## src/verilog/usm_pkg.sv

```systemverilog
package usm_pkg;

  // ***************************************************
  // register indices (byte address is four times these)
  // ***************************************************
  localparam logic [7:0] IDX_INTCTL = 8'h0b;
  localparam logic [7:0] IDX_PIRF = 8'h0c;
  localparam logic [7:0] IDX_RCSC = 8'h18;
  localparam logic [7:0] IDX_TXBUF = 8'h19;
  localparam logic [7:0] IDX_RXBUF = 8'h1a;
  localparam logic [7:0] IDX_PIEN = 8'h8c;
  localparam logic [7:0] IDX_TXSC = 8'h98;
  localparam logic [7:0] IDX_BAUD = 8'h99;

  // ***************************************************
  // field positions
  // ***************************************************
  localparam int B_GIE = 7;
  localparam int B_PERIPH_IRQ_ENABLE = 6;
  localparam int B_RX_READY_FLAG = 5;
  localparam int B_TX_BUFFER_EMPTY_FLAG = 4;
  localparam int B_PORT_ENABLE = 7;
  localparam int B_RX9 = 6;
  localparam int B_SINGLE_RX_ENABLE = 5;
  localparam int B_CONTINUOUS_RX_ENABLE = 4;
  localparam int B_FRAMING_ERROR = 2;
  localparam int B_OVERRUN_ERROR = 1;
  localparam int B_RX_NINTH_BIT = 0;
  localparam int B_CLOCK_SOURCE_MASTER = 7;
  localparam int B_TX9 = 6;
  localparam int B_TX_ENABLE = 5;
  localparam int B_SYNC = 4;
  localparam int B_BAUD_HIGH_SPEED = 2;
  localparam int B_SHIFTER_EMPTY = 1;
  localparam int B_TX_NINTH_BIT = 0;

  // ***************************************************
  // reset values and counts
  // ***************************************************
  localparam logic [7:0] RST_ZERO = 8'h00;
  localparam logic [7:0] RST_TXSC = 8'h02;
  localparam logic [3:0] OS_MID = 4'h7;
  localparam logic [3:0] OS_LAST = 4'hf;
  localparam logic [1:0] LOW_SPEED_LAST = 2'h3;
  localparam logic [3:0] LAST_BIT8 = 4'h7;
  localparam logic [3:0] LAST_BIT9 = 4'h8;
  localparam int RX_DEPTH = 2;

  // ***************************************************
  // carriers
  // ***************************************************
  typedef struct packed {
    logic clk_o;
    logic clk_oe;
    logic dat_o;
    logic dat_oe;
  } usm_pins_t;

  typedef struct packed {
    logic framing_error;
    logic [8:0] data;
  } usm_rx_word_t;

  typedef enum logic [1:0] {
    arx_idle, arx_start, arx_data, arx_stop
  } usm_arx_t;

endpackage : usm_pkg

```

## src/verilog/usm_serial_port.sv

```systemverilog
`timescale 1ns/1ps
// Operation
// software loads divisor, speed bit before reception
// async needs sync cleared, port enabled
// interrupt needs source, peripheral, global enables
// set nine-bit receive before enabling reception
// receive-ready set on completion, gated interrupt
// read status before receive buffer
// clearing continuous receive resets receive errors; only overrun is cleared, queued framing errors stay
// synchronous master is half-duplex
// sync select and port enable claim pins
// master bit drives shift clock
// shifter reloads only after last bit
// buffer-to-shifter takes one cycle, sets flag
// buffer-empty flag cleared only by write
// shifter-empty is read-only, no interrupt
// data shifts on rising, stable at falling
// baud generator held reset unless enabled
// write to empty shifter passes straight through
// clearing transmit enable aborts, releases pins
// receive enable aborts transmit, keeps clock
// single receive self-clears, transmit resumes
// ninth bit taken at buffer transfer
// software order for starting master transmit
// two-deep receive queue, overrun stops transfers
// framing error queued with data
// receive-ready clears when queue empty
// async receive samples at sixteen times baud
module usm_serial_port import usm_pkg::*; #(
  parameter int DEPTH = RX_DEPTH  // receive queue depth, power of two
) (
  input wire logic mclk,  // core clock
  input wire logic srst,  // synchronous reset, high
  input wire logic wb_cyc_i,  // wishbone cycle
  input wire logic wb_stb_i,  // wishbone strobe
  input wire logic wb_we_i,  // wishbone write
  input wire logic [9:0] wb_adr_i,  // wishbone byte address
  input wire logic [3:0] wb_sel_i,  // wishbone byte selects
  input wire logic [31:0] wb_dat_i,  // wishbone write data
  output logic [31:0] wb_dat_o,  // wishbone read data
  output logic wb_ack_o,  // wishbone acknowledge
  input wire logic line_dat_i,  // data line level from pin
  output usm_pins_t pins,  // clock and data line drive
  output logic irq  // serial port interrupt request
);

  localparam int PW = (DEPTH > 1) ? $clog2(DEPTH) : 1;
  localparam int CW = $clog2(DEPTH + 1);

  // ***************************************************
  // registers and state
  // ***************************************************
  logic global_irq_enable, periph_irq_enable, port_enable, rx9, single_rx_enable, continuous_rx_enable;
  logic clock_source_master, tx9, tx_enable, sync_md, baud_high_speed, tx_ninth_bit;
  logic [7:0] pie, baud_div, tx_buf, brg_cnt;
  logic tx_full, tx_buffer_empty_flag, tx_enable_q, tx_busy, tx_dout, sclk, overrun_error;
  logic [8:0] tx_shift_register, rx_shift_register;
  logic [3:0] tx_cnt, rx_cnt, os_cnt;
  logic [1:0] pre_cnt;
  logic rxd_meta, rxd_s, rx_done, rx_framing_error;
  usm_arx_t arx;
  usm_rx_word_t rx_mem [DEPTH];
  logic [PW-1:0] wp, rp;
  logic [CW-1:0] rx_level;

  // ***************************************************
  // bus decode
  // ***************************************************
  logic acc, wr, rd, rx_any, brg_run, tick, stick, master;
  logic stx_act, srx_act, tx_load, rx_ready_flag, arx_on, push, pop;
  logic [7:0] idx, wdat;
  logic [3:0] last_bit;
  usm_rx_word_t head;

  // access strobes take effect on the acknowledged edge
  assign acc = wb_cyc_i & wb_stb_i;
  assign wr = acc & wb_ack_o & wb_we_i & wb_sel_i[0];
  assign rd = acc & wb_ack_o & ~wb_we_i;
  assign idx = wb_adr_i[9:2];
  assign wdat = wb_dat_i[7:0];
  assign head = rx_mem[rp];
  assign last_bit = tx9 ? LAST_BIT9 : LAST_BIT8;

  // mode and enable terms
  assign rx_any = continuous_rx_enable | single_rx_enable;
  assign brg_run = tx_enable | rx_any;
  assign tick = brg_run & (brg_cnt == RST_ZERO);
  assign master = port_enable & sync_md & clock_source_master;
  assign srx_act = master & rx_any;
  assign stx_act = master & tx_enable & ~rx_any;
  assign tx_load = tx_enable & ~tx_busy & tx_full;
  assign rx_ready_flag = rx_level != '0;
  assign arx_on = port_enable & ~sync_md & continuous_rx_enable;
  assign push = rx_done & ~overrun_error;
  assign pop = rd & (idx == IDX_RXBUF) & rx_ready_flag;

  // ***************************************************
  // wishbone slave
  // ***************************************************
  // one-cycle acknowledge, registered read data
  always_ff @(posedge mclk) begin
    if (srst) begin
      wb_ack_o <= 1'b0;
      wb_dat_o <= '0;
    end else begin
      wb_ack_o <= acc & ~wb_ack_o;
      wb_dat_o <= '0;
      if (acc & ~wb_ack_o & ~wb_we_i) begin
        case (idx)
          IDX_INTCTL: wb_dat_o[7:6] <= {global_irq_enable, periph_irq_enable};
          IDX_PIRF: wb_dat_o[5:4] <= {rx_ready_flag, tx_buffer_empty_flag};
          IDX_RCSC: wb_dat_o[7:0] <= {port_enable, rx9, single_rx_enable, continuous_rx_enable, 1'b0,
                                      head.framing_error & rx_ready_flag, overrun_error,
                                      head.data[8] & rx_ready_flag};
          IDX_TXBUF: wb_dat_o[7:0] <= tx_buf;
          IDX_RXBUF: wb_dat_o[7:0] <= rx_ready_flag ? head.data[7:0] : 8'h00;
          IDX_PIEN: wb_dat_o[7:0] <= pie;
          IDX_TXSC: wb_dat_o[7:0] <= {clock_source_master, tx9, tx_enable, sync_md, 1'b0,
                                      baud_high_speed, ~tx_busy, tx_ninth_bit};
          IDX_BAUD: wb_dat_o[7:0] <= baud_div;
          default: wb_dat_o <= '0;
        endcase
      end
    end
  end

  // software-written control bits
  always_ff @(posedge mclk) begin
    if (srst) begin
      {global_irq_enable, periph_irq_enable} <= 2'b00;
      pie <= RST_ZERO;
      baud_div <= RST_ZERO;
      {port_enable, rx9, continuous_rx_enable} <= 3'b000;
      {clock_source_master, tx9, tx_enable, sync_md, baud_high_speed, tx_ninth_bit} <= 6'b000000;
    end else if (wr) begin
      case (idx)
        IDX_INTCTL: {global_irq_enable, periph_irq_enable} <= {wdat[B_GIE], wdat[B_PERIPH_IRQ_ENABLE]};
        IDX_PIEN: pie <= wdat;
        IDX_BAUD: baud_div <= wdat;
        IDX_RCSC: begin
          port_enable <= wdat[B_PORT_ENABLE];
          rx9 <= wdat[B_RX9];
          continuous_rx_enable <= wdat[B_CONTINUOUS_RX_ENABLE];
        end
        IDX_TXSC: begin
          clock_source_master <= wdat[B_CLOCK_SOURCE_MASTER];
          tx9 <= wdat[B_TX9];
          tx_enable <= wdat[B_TX_ENABLE];
          sync_md <= wdat[B_SYNC];
          baud_high_speed <= wdat[B_BAUD_HIGH_SPEED];
          tx_ninth_bit <= wdat[B_TX_NINTH_BIT];
        end
        default: ;
      endcase
    end
  end

  // single receive enable: software sets, end of word clears
  always_ff @(posedge mclk) begin
    if (srst) begin
      single_rx_enable <= 1'b0;
    end else if (wr & (idx == IDX_RCSC)) begin
      single_rx_enable <= wdat[B_SINGLE_RX_ENABLE];
    end else if (rx_done & srx_act & ~continuous_rx_enable) begin
      single_rx_enable <= 1'b0;
    end
  end

  // ***************************************************
  // transmit buffer and flag
  // ***************************************************
  // buffer fill and empty flag; same-cycle write keeps flag low
  always_ff @(posedge mclk) begin
    if (srst) begin
      tx_buf <= RST_ZERO;
      tx_full <= 1'b0;
      tx_buffer_empty_flag <= 1'b0;
      tx_enable_q <= 1'b0;
    end else begin
      tx_enable_q <= tx_enable;
      if (wr & (idx == IDX_TXBUF)) begin
        tx_buf <= wdat;
        tx_full <= 1'b1;
        tx_buffer_empty_flag <= 1'b0;
      end else if (tx_load) begin
        tx_full <= 1'b0;
        tx_buffer_empty_flag <= 1'b1;
      end else if (tx_enable & ~tx_enable_q & ~tx_full) begin
        tx_buffer_empty_flag <= 1'b1;
      end
    end
  end

  // ***************************************************
  // baud generator
  // ***************************************************
  // down counter reloading from the divisor, held while idle
  always_ff @(posedge mclk) begin
    if (srst | ~brg_run) begin
      brg_cnt <= RST_ZERO;
    end else if (tick) begin
      brg_cnt <= baud_div;
    end else begin
      brg_cnt <= brg_cnt - 8'h01;
    end
  end

  // shift clock phase, toggles on each tick while shifting
  always_ff @(posedge mclk) begin
    if (srst | ~master | ~brg_run) begin
      sclk <= 1'b0;
    end else if (tick & (srx_act | (stx_act & tx_busy))) begin
      sclk <= ~sclk;
    end
  end

  // ***************************************************
  // transmit shifter
  // ***************************************************
  // load, shift on falling edge, abort on enable clear
  always_ff @(posedge mclk) begin
    if (srst | ~tx_enable) begin
      tx_busy <= 1'b0;
      tx_cnt <= 4'h0;
      tx_dout <= 1'b0;
      tx_shift_register <= '0;
    end else if (tx_load) begin
      tx_shift_register <= {tx9 & tx_ninth_bit, tx_buf};
      tx_busy <= 1'b1;
      tx_cnt <= 4'h0;
    end else if (stx_act & tx_busy & tick) begin
      if (~sclk) begin
        tx_dout <= tx_shift_register[0];
      end else begin
        tx_shift_register <= {1'b0, tx_shift_register[8:1]};
        tx_cnt <= tx_cnt + 4'h1;
        if (tx_cnt == last_bit) begin
          tx_busy <= 1'b0;
        end
      end
    end
  end

  // ***************************************************
  // receive line synchroniser
  // ***************************************************
  always_ff @(posedge mclk) begin
    if (srst) begin
      rxd_meta <= 1'b1;
      rxd_s <= 1'b1;
    end else begin
      rxd_meta <= line_dat_i;
      rxd_s <= rxd_meta;
    end
  end

  // sample tick: every tick at high speed, else every fourth
  always_ff @(posedge mclk) begin
    if (srst | ~brg_run) begin
      pre_cnt <= 2'h0;
    end else if (tick) begin
      pre_cnt <= pre_cnt + 2'h1;
    end
  end
  assign stick = tick & (baud_high_speed | (pre_cnt == LOW_SPEED_LAST));

  // ***************************************************
  // receive shifter, async and sync master
  // ***************************************************
  // async sixteen-times sampling and sync falling-edge sampling
  always_ff @(posedge mclk) begin
    if (srst | ~(arx_on | srx_act)) begin
      arx <= arx_idle;
      os_cnt <= 4'h0;
      rx_cnt <= 4'h0;
      rx_shift_register <= '0;
      rx_done <= 1'b0;
      rx_framing_error <= 1'b0;
    end else begin
      rx_done <= 1'b0;
      if (srx_act) begin
        rx_framing_error <= 1'b0;
        if (tick & sclk) begin
          rx_shift_register <= {rxd_s, rx_shift_register[8:1]};
          rx_cnt <= rx_cnt + 4'h1;
          if (rx_cnt == (rx9 ? LAST_BIT9 : LAST_BIT8)) begin
            rx_cnt <= 4'h0;
            rx_done <= 1'b1;
          end
        end
      end else begin
        case (arx)
          arx_idle: begin
            os_cnt <= 4'h0;
            if (~rxd_s) arx <= arx_start;
          end
          arx_start: if (stick) begin
            os_cnt <= os_cnt + 4'h1;
            if (os_cnt == OS_MID) begin
              os_cnt <= 4'h0;
              rx_cnt <= 4'h0;
              arx <= rxd_s ? arx_idle : arx_data;
            end
          end
          arx_data: if (stick) begin
            os_cnt <= os_cnt + 4'h1;
            if (os_cnt == OS_LAST) begin
              rx_shift_register <= {rxd_s, rx_shift_register[8:1]};
              rx_cnt <= rx_cnt + 4'h1;
              if (rx_cnt == (rx9 ? LAST_BIT9 : LAST_BIT8)) begin
                arx <= arx_stop;
              end
            end
          end
          arx_stop: if (stick) begin
            os_cnt <= os_cnt + 4'h1;
            if (os_cnt == OS_LAST) begin
              rx_framing_error <= ~rxd_s;
              rx_done <= 1'b1;
              arx <= arx_idle;
            end
          end
          default: arx <= arx_idle;
        endcase
      end
    end
  end

  // ***************************************************
  // receive queue
  // ***************************************************
  // two-deep queue with overrun; error cleared with continuous_rx_enable
  always_ff @(posedge mclk) begin
    if (srst) begin
      wp <= '0;
      rp <= '0;
      rx_level <= '0;
      overrun_error <= 1'b0;
    end else begin
      if (~continuous_rx_enable) begin
        overrun_error <= 1'b0;
      end else if (rx_done & (rx_level == CW'(DEPTH)) & ~pop) begin
        overrun_error <= 1'b1;
      end
      if (push & ((rx_level != CW'(DEPTH)) | pop)) begin
        rx_mem[wp] <= '{framing_error: rx_framing_error,
                        data: rx9 ? rx_shift_register : {1'b0, rx_shift_register[8:1]}};
        wp <= wp + PW'(1);
      end
      if (pop) rp <= rp + PW'(1);
      case ({push & ((rx_level != CW'(DEPTH)) | pop), pop})
        2'b10: rx_level <= rx_level + CW'(1);
        2'b01: rx_level <= rx_level - CW'(1);
        default: rx_level <= rx_level;
      endcase
    end
  end

  // ***************************************************
  // pins and interrupt
  // ***************************************************
  // clock line driven in master mode while the generator runs
  always_comb begin
    pins.clk_o = sclk;
    pins.clk_oe = master & brg_run;
    pins.dat_o = tx_dout;
    pins.dat_oe = stx_act;
  end

  // interrupt request gated by source and shared enables
  always_ff @(posedge mclk) begin
    if (srst) begin
      irq <= 1'b0;
    end else begin
      irq <= global_irq_enable & periph_irq_enable & ((rx_ready_flag & pie[B_RX_READY_FLAG]) |
                           (tx_buffer_empty_flag & pie[B_TX_BUFFER_EMPTY_FLAG]));
    end
  end

endmodule : usm_serial_port
```

## config.mk

```make
export PLATFORM = sky130hd
export DESIGN_NAME = usm_serial_port
export DESIGN_NICKNAME = d
export VERILOG_FILES = /design/src/verilog/usm_pkg.sv /design/src/verilog/usm_serial_port.sv
export SDC_FILE = /design/constraint.sdc
export NUM_CORES = 1
export LEC_CHECK = 0
export BUFFER_PORTS_ARGS = -buffer_cell sky130_fd_sc_hd__buf_2
export CORE_MARGIN = 2
export CORE_UTILIZATION = 51
export CTS_BUF_LIST = sky130_fd_sc_hd__clkbuf_8
export DETAILED_ROUTE_END_ITERATION = 7
export GPL_ROUTABILITY_DRIVEN = 0
export GPL_TIMING_DRIVEN = 0
export PLACE_DENSITY = 0.87
export SYNTH_ARGS = -nofsm -noshare
export SYNTH_HDL_FRONTEND = slang
export SYNTH_SLANG_ARGS = --single-unit
```

## constraint.sdc

```tcl
create_clock -name mclk -period 2.7 [get_ports mclk]
set_input_delay 0.54 -clock mclk [delete_from_list [all_inputs] [get_ports mclk]]
set_output_delay 0.54 -clock mclk [all_outputs]
set_load 0.02 [all_outputs]
```

==> metrics.csv <==
stage,metric,value,unit
critical_path,CP startpoint kind,flop,
power,Pwr Density,546.4,mW/mm^2
detailed_routing,Routed Wire Length,14350,um
layout,Final #Nets,762,
layout,register area,0.002683,mm^2
power,part of the power in registers,50.4,%
critical_path,crit end category,flop,
logic_synthesis,Synth Cell Area,0.005912,mm^2
detailed_routing,Residual DRC,0,
global_route,Global Route Usage Sum,23.12,%
logic_synthesis,top cell type's share of synthesized area,35.22,%
floorplanning,die area,0.01247,mm^2
critical_path,CP required,3.07,ns
critical_path,Setup CP Type,reg -> reg,
critical_path,Worst R2R Start,rx_level[0],
global_route,largest net degree at the start of global routing,17,
layout,ant diodes,0,
sta,Final Max Slew Viols,0,
place,Detail Placement HPWL,10190,um
floorplanning,Die X,111.7,um
critical_path,worst path arrival time,2.93,ns
logic_synthesis,synth unique cells,70,
power,internal power,2831,uW
power,Sw Ratio,23.69,%
logic_synthesis,sequential share of the synthesized area,45.38,%
clock_network,H-Tree Depth,4,
clock_network,number of buffers created by CTS,17,
critical_path,Crit Path Max Fanout,5,
power,combinational share of power,4.0,%
place,pre-CTS setup slack,-0.4409,ns
logic_synthesis,#FFs+latches synth,124,
logic_synthesis,top cell types by occurrence after synthesis,"dfxtp_1, nor2_1, a21oi_1, mux2i_1, nand2_1",
critical_path,reg2reg end,rx_level[1],
logic_synthesis,Mapped Cells,626,
critical_path,Worst Reg2Reg Path Length in Cells,7,
sta,TNS Setup,0,ns
critical_path,R2R Setup Slk,0.14,ns
place,Inst Count DP,825,
layout,fin util,59.72,%
logic_synthesis,ys flop type,dfxtp_1,
sta,final hold viol count,0,
power,Pleak,0.002581,uW
floorplanning,Chip Height,111.7,um
logic_synthesis,mean area per synthesized cell,9.444,um^2
run_status,status,finished clean,
sta,Worst Max-Slew Pin Slew,0.8127,ns
detailed_routing,drt first pass iters,6,
place,PortBufs,33,
clock_network,CTS tree,done,
layout,area of the multi-input gates,0.002939,mm^2
detailed_routing,Iter 0 DRT Violations,496,
logic_synthesis,Post-synth EDFFs,20,
logic_synthesis,"area leader, netlist",dfxtp_1,
clock_network,"CTS clk-pin slew, worst paths",0.07,ns
layout,fraction of layout cells with a size suffix above 1,19.53,%
sta,fin crit period,2.560,ns
sta,maximum clock frequency,0.3907,GHz
logic_synthesis,YS warnings,0,
clock_network,"Hold-fix buffers, CTS",0,
clock_network,CTS root buf,clkbuf_8,
clock_network,Longest Clk Path Bufs,2,
floorplanning,Top Ports,90,
sta,Final setup viols,0,
logic_synthesis,Synth area leaders,"dfxtp_1, edfxtp_1, mux2i_1",
power,Final Power,3710,uW
global_route,vias in the first global route,4688,
power,clock network power share,45.5,%
logic_synthesis,Post-synth ARST share,0,%
global_route,first-pass GRT wire length,23070,um
logic_synthesis,"count leader, synth",dfxtp_1,
worst_hold_path,Worst Hold Class,in -> reg,
sta,clk_skew,0.01039,ns
detailed_routing,WL/cell,16.68,um
sta,Final WS setup,0.1403,ns
layout,area growth from synthesis to layout,14.86,%
power,Psw,879.2,uW
global_route,grt ovf,0,
layout,non-filler instance count after layout,860,
clock_network,Sink Count,124,
global_route,initial antenna violation count,0,
power,peak supply drop,0.4860,mV
sta,Final Cycle Share,94.80,%
clock_network,clk_lat worst skew,0.45,ns
detailed_routing,via count,5002,
critical_path,CP endpoint,rx_level[1],
floorplanning,core area,0.01137,mm^2
detailed_routing,"antenna viol nets, final",0,
layout,Fill cells,926,
detailed_routing,Via-to-Cell Ratio,5.816,
critical_path,Crit. Startpoint,rx_level[0],
floorplanning,Std-Cell Rows,39,
job,Max Cap Violations,0,
sta,Slew headroom,45.37,%
floorplanning,Initial Utilization,52.00,%
==> flip-flops by register name, summed over array words and instances (netlist names), 8 cells and up, named ones only <==
| name | count |
|---|---|
| rx_shift_register | 9 |
| brg_cnt | 8 |
| rx_mem | 20 |
| baud_div | 8 |
| tx_shift_register | 9 |
| tx_buf | 8 |
| wb_dat_o | 8 |
| pie | 8 |
==> power by group through the flow <==
stage,clock [uW],combinational [uW],sequential [uW]
after floorplan,0,97.9,1910
after global placement,0,141,1910
after detailed placement,0,143,1910
after CTS,1700,144,1870
after global routing,1780,158,1870
final,1690,149,1870
==> worst max-delay path, stage by stage (launching register included) <==
cell and delay (ns):
dfxtp_1 0.41, or2_2 0.21, nand3_1 0.22, nor4_4 0.49
o21ai_1 0.24, ha_1 0.37, or3_1 0.40, a21oi_1 0.14
==> layout make-up <==
type | count | share of cell area, %
multi-input combinational | 454 | 43.28
sequential | 124 | 39.51
buffer | 60 | 5.178
clock buffer | 17 | 3.446
timing repair buffer | 36 | 2.764
tap | 143 | 2.635
clock inverter | 15 | 2.580
inverter | 11 | 0.6081
==> metal layers <==
metal | part of all wire [%] | GRT usage [%] | up-vias
li1 | - | - | 2383
met1 | 39 | 28.54 | 2317
met2 | 49 | 38.71 | 264
met3 | 9.1 | 6.042 | 38
met4 | 2.4 | 9.136 | 0
met5 | 0 | 0 | -
==> placed cells by master, fill, tap and decap left out, types with 8 or more instances in the layout <==
master      n
dfxtp_1   104
nor2_1     69
a21oi_1    49
mux2i_1    49
buf_2      40
nand2_1    39
buf_4      32
nand3_1    28
conb_1     24
edfxtp_1   20
o21ai_0    17
clkbuf_8   17
mux2_2     16
clkbuf_1   14
nor3_1     14
inv_1      11
nand2b_1   10
and3_1      9
buf_1       8
==> worst min path at each step <==
stage	start	to	cells after the start
after CTS	line_dat_i	rxd_meta	2
after floorplan	rxd_meta	rxd_s	1
after global placement	rxd_meta	rxd_s	1
after detailed placement	rxd_meta	rxd_s	1
final	line_dat_i	rxd_meta	2
after global routing	line_dat_i	rxd_meta	2
==> metrics by stage <==
stage          hold WS (ns)  area (um^2)
6_report             0.2680         6790
3_5_place_dp         0.3972         6347
2_1_floorplan        0.3895         6003
5_1_grt              0.2729         6790
4_1_cts              0.2642         6759
3_3_place_gp         0.3923         6347
==> cells by family after synthesis <==
group	Yosys count	synth area share, %
buffers and inverters	71	6.645
AO/OA/AOI/OAI	124	13.59
XOR/XNOR	13	1.926
flip-flops	124	45.38
AND/OR/NAND/NOR	222	19.79
adder cells (fa/ha/maj)	6	1.270
other	1	0.06343
multiplexers	65	11.34
==> timing repair <==
action,CTS,global route
pin swaps,0,1
hold endpoints to repair,0,0
endpoints found under the setup margin,10,21
setup buffers,0,3
gates resized for setup,1,3
(Power assumes the default switching activity.)
